### src/hw/dri_map.svh
// Purpose: offsets, presets and timing counts of the digitizer readout logic
// Assumes: ref_clk runs at 250 MHz
// Notes:   definitions only
`ifndef DRI_MAP_SVH
`define DRI_MAP_SVH
`define DRI_CLK_PS        4000
`define DRI_PAIR_NS       25
`define DRI_WORD_NS       400
`define DRI_UNLOAD_NS     50
`define DRI_FREE_NS       200
`define DRI_UNLOAD_CYC    ((`DRI_UNLOAD_NS * 1000) / `DRI_CLK_PS)
`define DRI_FREE_CYC      ((`DRI_FREE_NS * 1000) / `DRI_CLK_PS)
`define DRI_SR_BITS       16
`define DRI_PRESET        4'hF
`define DRI_SEL_WINDOW    256
`define DRI_FIFO_DEPTH    16
`endif

### src/hw/dri_pkg.sv
// Purpose: shared types of the digitizer readout logic
// Assumes: nothing
// Notes:   constants live in dri_map.svh
package dri_pkg;
  typedef struct packed {
    logic [7:0] clk;
    logic [7:0] wen;
    logic [7:0] ctrl;
  } dri_board_t;
  typedef struct packed {
    logic [3:0]  chip;
    logic [31:0] data;
  } dri_word_t;
  typedef enum logic [1:0] {
    DRI_SEL_COUNT = 2'b01,
    DRI_SEL_DONE  = 2'b10
  } dri_sel_state_t;
endpackage : dri_pkg

### src/hw/dri_interface_logic.sv
// Purpose: gather serial digitizer data, time-align it, page it and queue it in channel order, or in tower order when tower_order is set
// Assumes: one ref_clk; board clocks, data and candidate clocks arrive asynchronously
// Notes:   board and candidate clocks are sampled, their rising edges act as enables
`timescale 1ns/10ps
`default_nettype none
`include "dri_map.svh"
module dri_interface_logic #(
  parameter int NCHIP      = 16,
  parameter int FIFO_DEPTH = `DRI_FIFO_DEPTH,
  parameter int SEL_WINDOW = `DRI_SEL_WINDOW
) (
  input  wire logic                ref_clk,
  input  wire logic                reset_n,
  input  wire dri_pkg::dri_board_t board_in,
  input  wire logic [31:0]         chip_data,
  input  wire logic [2:0]          cand_clk,
  input  wire logic                tower_order,
  input  wire logic                out_ready,
  output logic                     out_valid,
  output dri_pkg::dri_word_t       out_word,
  output logic [2:0]               master_sel,
  output logic                     sel_done
);
  localparam int NRAW = 59;
  localparam int FAW  = $clog2(FIFO_DEPTH);
  localparam logic [3:0] UNLOAD_LAST = 4'(`DRI_UNLOAD_CYC - 1);
  function automatic logic close_cnt(input logic [15:0] a, input logic [15:0] b);
    logic [15:0] d;
    d = (a > b) ? a - b : b - a;
    return d <= 16'h0001;
  endfunction : close_cnt
  // tower order walks even chips first, then odd ones
  function automatic logic [3:0] order_map(input logic [3:0] i, input logic tw);
    return tw ? {i[2:0], i[3]} : i;
  endfunction : order_map
  // three-stage sampling; a change counts once stages two and three agree
  logic [NRAW-1:0] s1_reg, s2_reg, s3_reg, stab_reg, stab_next, rise;
  always_comb begin
    stab_next = stab_reg;
    for (int i = 0; i < NRAW; i++) begin
      if (s2_reg[i] == s3_reg[i]) stab_next[i] = s3_reg[i];
    end
    rise = stab_next & ~stab_reg;
  end
  always_ff @(posedge ref_clk or negedge reset_n) begin
    if (!reset_n) begin
      s1_reg   <= '0;
      s2_reg   <= '0;
      s3_reg   <= '0;
      stab_reg <= '0;
    end else begin
      s1_reg   <= {cand_clk, chip_data, board_in.ctrl, board_in.wen, board_in.clk};
      s2_reg   <= s1_reg;
      s3_reg   <= s2_reg;
      stab_reg <= stab_next;
    end
  end
  wire logic [7:0]  b_edge = rise[7:0];
  wire logic [7:0]  b_wen  = stab_next[15:8];
  wire logic [7:0]  b_ctrl = stab_next[23:16];
  wire logic [31:0] d_in   = stab_next[55:24];
  wire logic [2:0]  c_edge = rise[58:56];
  // serial-to-parallel stages and pipe registers
  logic [15:0] sr0_reg [NCHIP], sr0_next [NCHIP];
  logic [15:0] sr1_reg [NCHIP], sr1_next [NCHIP];
  logic [3:0]  cnt_reg [NCHIP], cnt_next [NCHIP];
  logic [31:0] pw_reg  [NCHIP], pw_next  [NCHIP];
  logic [NCHIP-1:0] pf_reg, pf_next, done;
  logic [3:0]  ucnt_reg, ucnt_next;
  logic [2:0]  ubrd_reg, ubrd_next;
  logic        utick;
  always_comb begin
    ucnt_next = (ucnt_reg == UNLOAD_LAST) ? 4'h0 : ucnt_reg + 4'h1;
    utick     = (ucnt_reg == UNLOAD_LAST);
    ubrd_next = utick ? ubrd_reg + 3'h1 : ubrd_reg;
    pf_next   = pf_reg;
    if (utick) begin
      pf_next[{ubrd_reg, 1'b0}] = 1'b0;
      pf_next[{ubrd_reg, 1'b1}] = 1'b0;
    end
    for (int c = 0; c < NCHIP; c++) begin
      sr0_next[c] = sr0_reg[c];
      sr1_next[c] = sr1_reg[c];
      cnt_next[c] = cnt_reg[c];
      pw_next[c]  = pw_reg[c];
      done[c]     = 1'b0;
      if (b_edge[c/2]) begin
        if (b_ctrl[c/2]) begin
          cnt_next[c] = `DRI_PRESET;
        end else if (b_wen[c/2]) begin
          sr0_next[c] = {sr0_reg[c][14:0], d_in[2*c]};
          sr1_next[c] = {sr1_reg[c][14:0], d_in[2*c+1]};
          cnt_next[c] = cnt_reg[c] - 4'h1;
          if (cnt_reg[c] == 4'h0) begin
            done[c]     = 1'b1;
            cnt_next[c] = `DRI_PRESET;
            pw_next[c]  = {sr1_next[c], sr0_next[c]};
            pf_next[c]  = 1'b1;
          end
        end
      end
    end
  end
  always_ff @(posedge ref_clk or negedge reset_n) begin
    if (!reset_n) begin
      for (int c = 0; c < NCHIP; c++) begin
        sr0_reg[c] <= '0;
        sr1_reg[c] <= '0;
        cnt_reg[c] <= `DRI_PRESET;
        pw_reg[c]  <= '0;
      end
      pf_reg   <= '0;
      ucnt_reg <= '0;
      ubrd_reg <= '0;
    end else begin
      sr0_reg  <= sr0_next;
      sr1_reg  <= sr1_next;
      cnt_reg  <= cnt_next;
      pw_reg   <= pw_next;
      pf_reg   <= pf_next;
      ucnt_reg <= ucnt_next;
      ubrd_reg <= ubrd_next;
    end
  end
  // two-page input buffer, then ordered drain into the output FIFO
  logic [31:0] page_mem [2*NCHIP];
  logic [NCHIP-1:0] fmask_reg, fmask_next;
  logic        fpage_reg, fpage_next, drn_reg, drn_next;
  logic [3:0]  didx_reg, didx_next;
  logic [31:0] fifo_mem [FIFO_DEPTH];
  logic [3:0]  fchip    [FIFO_DEPTH];
  logic [FAW:0] wp_reg, wp_next, rp_reg, rp_next;
  logic        full, empty, push, pop;
  logic [3:0]  dch;
  always_comb begin
    full       = (wp_reg[FAW] != rp_reg[FAW]) && (wp_reg[FAW-1:0] == rp_reg[FAW-1:0]);
    empty      = (wp_reg == rp_reg);
    dch        = order_map(didx_reg, tower_order);
    push       = drn_reg && !full;
    pop        = !empty && out_ready;
    wp_next    = push ? wp_reg + 1'b1 : wp_reg;
    rp_next    = pop ? rp_reg + 1'b1 : rp_reg;
    didx_next  = push ? didx_reg + 4'h1 : didx_reg;
    drn_next   = drn_reg && !(push && didx_reg == 4'hF);
    fmask_next = fmask_reg;
    fpage_next = fpage_reg;
    if (&fmask_reg && !drn_reg) begin
      fpage_next = !fpage_reg;
      fmask_next = '0;
      drn_next   = 1'b1;
      didx_next  = 4'h0;
    end
    // a word unloaded in the swap cycle belongs to the new fill page, so set wins over clear
    if (utick) begin
      fmask_next[{ubrd_reg, 1'b0}] = fmask_next[{ubrd_reg, 1'b0}] | pf_reg[{ubrd_reg, 1'b0}];
      fmask_next[{ubrd_reg, 1'b1}] = fmask_next[{ubrd_reg, 1'b1}] | pf_reg[{ubrd_reg, 1'b1}];
    end
  end
  always_ff @(posedge ref_clk or negedge reset_n) begin
    if (!reset_n) begin
      fmask_reg <= '0;
      fpage_reg <= 1'b0;
      drn_reg   <= 1'b0;
      didx_reg  <= '0;
      wp_reg    <= '0;
      rp_reg    <= '0;
    end else begin
      fmask_reg <= fmask_next;
      fpage_reg <= fpage_next;
      drn_reg   <= drn_next;
      didx_reg  <= didx_next;
      wp_reg    <= wp_next;
      rp_reg    <= rp_next;
    end
  end
  // storage only, no reset needed; valid flags guard every read
  always_ff @(posedge ref_clk) begin
    if (utick) begin
      for (int k = 0; k < 2; k++) begin
        if (pf_reg[{ubrd_reg, k[0]}]) begin
          page_mem[{fpage_next, ubrd_reg, k[0]}] <= pw_reg[{ubrd_reg, k[0]}];
        end
      end
    end
    if (push) begin
      fifo_mem[wp_reg[FAW-1:0]] <= page_mem[{!fpage_reg, dch}];
      fchip[wp_reg[FAW-1:0]]    <= dch;
    end
  end
  always_comb begin
    out_valid     = !empty;
    out_word.data = fifo_mem[rp_reg[FAW-1:0]];
    out_word.chip = fchip[rp_reg[FAW-1:0]];
  end
  // master clock choice over a counting window after reset
  dri_pkg::dri_sel_state_t st_reg, st_next;
  logic [15:0] cc_reg [3], cc_next [3];
  logic [15:0] win_reg, win_next;
  logic [2:0]  msel_reg, msel_next;
  always_comb begin
    st_next   = st_reg;
    win_next  = win_reg;
    msel_next = msel_reg;
    cc_next   = cc_reg;
    unique case (st_reg)
      dri_pkg::DRI_SEL_COUNT: begin
        for (int k = 0; k < 3; k++) begin
          if (c_edge[k]) cc_next[k] = cc_reg[k] + 16'h0001;
        end
        win_next = win_reg + 16'h0001;
        if (win_reg == 16'(SEL_WINDOW - 1)) begin
          st_next = dri_pkg::DRI_SEL_DONE;
          if (close_cnt(cc_reg[0], cc_reg[1]) || close_cnt(cc_reg[0], cc_reg[2])) begin
            msel_next = 3'h1;
          end else if (close_cnt(cc_reg[1], cc_reg[2])) begin
            msel_next = 3'h2;
          end else begin
            msel_next = 3'h1;
          end
        end
      end
      dri_pkg::DRI_SEL_DONE: begin
        st_next = dri_pkg::DRI_SEL_DONE;
      end
    endcase
  end
  always_ff @(posedge ref_clk or negedge reset_n) begin
    if (!reset_n) begin
      st_reg   <= dri_pkg::DRI_SEL_COUNT;
      win_reg  <= '0;
      msel_reg <= 3'h1;
      for (int k = 0; k < 3; k++) cc_reg[k] <= '0;
    end else begin
      st_reg   <= st_next;
      win_reg  <= win_next;
      msel_reg <= msel_next;
      cc_reg   <= cc_next;
    end
  end
  assign master_sel = msel_reg;
  assign sel_done   = (st_reg == dri_pkg::DRI_SEL_DONE);
  property p_onehot_sel;
    @(posedge ref_clk) disable iff (!reset_n) $onehot(master_sel);
  endproperty
  a_onehot_sel: assert property (p_onehot_sel) else $error("master select not one-hot");
  property p_sel_stable;
    @(posedge ref_clk) disable iff (!reset_n) sel_done |=> sel_done && $stable(master_sel);
  endproperty
  a_sel_stable: assert property (p_sel_stable) else $error("master select moved");
  property p_sel_default;
    @(posedge ref_clk) disable iff (!reset_n) !sel_done |-> master_sel == 3'h1;
  endproperty
  a_sel_default: assert property (p_sel_default) else $error("no default candidate");
  property p_fifo_full;
    @(posedge ref_clk) disable iff (!reset_n) full && !pop |=> $stable(wp_reg);
  endproperty
  a_fifo_full: assert property (p_fifo_full) else $error("write taken while full");
  property p_fifo_empty;
    @(posedge ref_clk) disable iff (!reset_n) empty |-> !out_valid ##1 $stable(rp_reg);
  endproperty
  a_fifo_empty: assert property (p_fifo_empty) else $error("read taken while empty");
  property p_unload_period;
    @(posedge ref_clk) disable iff (!reset_n) utick |=> !utick [*8] ##1 !utick [*3] ##1 utick;
  endproperty
  a_unload_period: assert property (p_unload_period) else $error("unload period wrong");
  property p_pipe_free;
    @(posedge ref_clk) disable iff (!reset_n)
      $rose(pf_reg[0]) |-> ##[0:100] !pf_reg[0] || done[0];
  endproperty
  a_pipe_free: assert property (p_pipe_free) else $error("pipe register held too long");
  property p_word_load;
    @(posedge ref_clk) disable iff (!reset_n) done[0] |=> pf_reg[0] && pw_reg[0] == $past(pw_next[0]);
  endproperty
  a_word_load: assert property (p_word_load) else $error("finished word not loaded");
  property p_drain_len;
    @(posedge ref_clk) disable iff (!reset_n) $rose(drn_reg) |-> ##[16:1000] !drn_reg;
  endproperty
  a_drain_len: assert property (p_drain_len) else $error("page drain never ends");
endmodule : dri_interface_logic
`default_nettype wire

### config.mk
export PLATFORM = sky130hd
export DESIGN_NAME = dri_interface_logic
export DESIGN_NICKNAME = d
export VERILOG_FILES = /design/src/hw/dri_pkg.sv /design/src/hw/dri_interface_logic.sv
export VERILOG_INCLUDE_DIRS = /design/src /design/src/hw
export SDC_FILE = /design/constraint.sdc
export NUM_CORES = 2
export LEC_CHECK = 0
export ABC_CLOCK_PERIOD_IN_PS = 14200
export BUFFER_PORTS_ARGS = -buffer_cell sky130_fd_sc_hd__buf_2
export CORE_MARGIN = 4
export CORE_UTILIZATION = 65
export DETAILED_ROUTE_END_ITERATION = 16
export PLACE_DENSITY_LB_ADDON = 0.25
export SETUP_SLACK_MARGIN = 0.1
export SLEW_MARGIN = 15
export SYNTH_ARGS = -nofsm -noshare
export SYNTH_HDL_FRONTEND = slang
export SYNTH_SLANG_ARGS = --single-unit
### constraint.sdc
create_clock -name ref_clk -period 14.2 [get_ports ref_clk]
set_input_delay 0.71 -clock ref_clk [delete_from_list [all_inputs] [get_ports ref_clk]]
set_output_delay 0.71 -clock ref_clk [all_outputs]
set_load 0.005 [all_outputs]
==> flow_summary.yaml <==
yosys:
  yosys_register_bits: 3015
  seq_area_frac_synth: 0.688
  syn_avg_cell_area_um2: 14.6
  postSynthNetCount: 8527
  synth_top_family_by_area: "multiplexers"
  synth.area.mux_share: 0.127
  synthAdderAreaFrac: 0.0185
  yosys_warnings: 0
  synth_xor_area_frac: 0.00879
  synth_enable_flop_cells: 1600
  synth_flop_cell: "edfxtp_1"
  synthSimpleGateAreaFrac: 0.0869
  synth_area_um2: 122000
  async_flop_share: 0.469
  netlist-cell-type-count: 93
  synth-compound-area-share: 0.0529
  synth_cells: 8334
cts:
  cts.sink_count: 3015
  clk_pin_slew_ns: 0.05
  cts_max_level: 5
  clock_latency_ns: 0.96
  cts_buffer_depth: 4
  cts_tree: "built"
  numCtsBuffers: 308
  root_buffer: "clkbuf_16"
  cts_setup_buffers: 0
cells_and_area:
  largest_reg_flops: 1024
  area_growth_pct: 11.4
  final_net_count: 8665
  fillCellCount: 11154
  drive_above_1_share: 0.233
  final_cells: 11186
grt:
  grt_pass1_vias: 75941
  grt.total_usage: 0.329
  grt_max_degree: 198
  grt_pass1_wl_mm: 477
  antenna_found_initial: 7
  globalRouteOverflowTotal: 0
worst_setup_path:
  reg2reg_slack_ns: 8.89
  critical_path.max_fanout: 58
  cp.arrival_ns: 4.76
  end_kind: "primary output"
  worstPathRequired_ns: 13.49
  start_kind: "flip-flop"
  critPathKind: "flip-flop to primary output"
detailed_routing:
  wire_per_inst_um: 28.4
  drt.antenna.violating_nets: 0
  drt_iter0_drc: 10074
  vias: 74932
  drc: 0
  first_pass_iters: 8
  routed_wl_mm: 317
  viasPerCell: 6.70
sta:
  period_needed_ns: 5.47
  slew_violations: 0
  tns_ns: 0
  setup_viol: 0
  fin_skew_ns: 0.0728
  max_freq_mhz: 183
  hold_viol: 0
  relSlewSlack: 0.146
  worst_pin_slew_ns: 1.28
  final.period_utilization: 0.385
  hold_ws_ns: 0.296
  rsz0062_at_grt: "false"
job:
  maxCapViolCount: 0
power_and_ir_drop:
  swShare: 0.205
  power.internal_w: 0.0141
  pwr-share-clk: 0.440
  ir_worst_vdd_mv: 0.117
  p_per_area_nw_per_um2: 131
  switching_power_w: 0.00363
  seqPwrFrac: 0.539
  p_comb_frac: 0.022
  p_leak_nw: 55.0
floorplanning:
  core_um2: 186000
  dieHeight_um: 440
  die_area_um2: 194000
  initial_utilization: 0.655
  rows: 158
  die_w_um: 440
  io_pins: 104
outcome:
  outcome: "completed"
placed_design:
  gp_congestion: 0.887
  numPortBuffers: 102
  dp.cells: 10576
  dpl.hpwl_mm: 175
worst_hold_path:
  hp-class: "input pin to flip-flop"
-- power by group through the flow --
stage | combinational, W | sequential [W] | clock, W
global route | 0.000432 | 0.00956 | 0.00826
detailed placement | 0.000372 | 0.00971 | 0
global placement | 0.000353 | 0.00969 | 0
floorplan | 0.000227 | 0.00965 | 0
CTS | 0.000390 | 0.00954 | 0.00786
finish | 0.000381 | 0.00954 | 0.00779
-- repair_timing --
| action | in CTS | in global routing |
|---|---|---|
| gates resized for setup | 0 | 0 |
| hold buffers | 60 | 0 |
| setup endpoints to repair | 0 | 0 |
| hold endpoints to repair | 194 | 0 |
-- placed cells by master, fill, tap and decap left out, types with 91 or more instances in the layout --
master	count
edfxtp_1	1600
dfrtp_1	1344
nand2_1	1208
mux2_2	996
nand3_1	555
clkbuf_16	319
a22oi_1	270
mux4_2	181
a311oi_1	161
nor2_1	128
buf_4	125
ha_1	124
a21oi_1	115
inv_1	104
buf_2	101
nand4_1	98
xnor2_1	94
and3_1	91
-- layer usage --
layer	track usage	up-vias	share of wire	routed length [um]
met5	0	-	0.00010	33
li1	-	31296	-	-
met1	0.452	38127	0.38	120000
met2	0.516	4472	0.47	149000
met4	0.149	4	0.053	16800
met3	0.0661	1033	0.10	31600
-- path summary, 6_finish.rpt --
kind	to	depth (start not counted)	startpoint
max reg2reg	fifo_mem[5][6]$_DFFE_PP_	10	didx_reg[0]$_DFFE_PN0P_
min reg2reg	s2_reg[43]$_DFF_PN0_	0	s1_reg[43]$_DFF_PN0_
min	rp_reg[0]$_DFFE_PN0P_	3	out_ready
max	out_word[4]	5	rp_reg[1]$_DFFE_PN0P_
max in group asynchronous	s3_reg[57]$_DFF_PN0_	5	reset_n
min in group asynchronous	s1_reg[16]$_DFF_PN0_	2	reset_n
-- layout make-up --
| cell class | instances | area, um2 | area share |
|---|---|---|---|
| well taps | 2480 | 3100 | 0.0229 |
| repair buffers | 301 | 2320 | 0.0172 |
| flip-flops and latches | 3015 | 83500 | 0.617 |
| diodes | 7 | 17.5 | 0.000129 |
| clock buffers | 426 | 8660 | 0.0640 |
| multi-input cells | 4739 | 36300 | 0.268 |
| clock inverters | 111 | 952 | 0.00704 |
| inverters | 107 | 417 | 0.00308 |
-- synth_stat cells (6+ instances only) --
cell          n  area [um2]
buf_2        13        65.1
maj3_1       58         581
a211oi_1     10        75.1
mux2_2      996       11200
fa_1          6         120
o21a_1        9        67.6
and3_1       94         588
clkbuf_1    377        1420
nor2b_1      17         106
xnor2_1      94         823
o2111ai_1     8        70.1
nand2_1    1223        4590
and4_1        7        61.3
a21oi_1     115         576
or3_1        13        81.3
a21o_1       55         413
mux4_2      181        4080
nor4_1       13        81.3
mux2i_1      14         140
nand3b_1     22         165
o21ai_1      10        50.1
o211ai_1     15         113
o21bai_1      7        52.6
o21ai_0      71         355
nor2_1      180         676
inv_1       105         394
dfstp_2      66        1730
ha_1        124        1550
dfrtp_1    1349       33800
nor3_1       51         255
nand4_1      98         613
o32a_1       10         100
a211o_1       6        52.6
a22oi_1     270        2030
edfxtp_1   1600       48000
o22ai_1      19         119
buf_1        78         293
nand3_1     556        2780
nand2b_1     33         206
and2_1       22         138
a311oi_1    161        1410
a221oi_1      6        52.6
a31oi_1      59         369
xor2_1       28         245
-- critical path, stage by stage (launching register included) --
cell and delay [ns]:
dfrtp_4 1.00, buf_4 0.65, buf_4 0.72, mux4_2 0.44
mux4_2 0.66, buf_2 0.20
-- logic make-up (layout without fill, tap and decap cells) --
group                    Yosys count  count (layout)
flip-flops                      3015            3015
AND/OR/NAND/NOR                 2355            2355
multiplexers                    1191            1191
AO/OA/AOI/OAI                    882             882
buffers and inverters            580             945
adder cells (fa/ha/maj)          188             188
XOR/XNOR                         122             122
other                              1               8
-- stage by stage --
stage	util	power, W	worst slack, ns	area (um2)
6_report	0.729	0.0177	8.73	135000
5_1_grt	0.729	0.0183	8.56	135000
4_1_cts	0.728	0.0178	8.76	135000
3_5_place_dp	0.673	0.0101	8.45	125000
3_3_place_gp	0.673	0.0100	8.64	125000
2_1_floorplan	-	0.00987	9.61	122000
(Power assumes the default switching activity.)
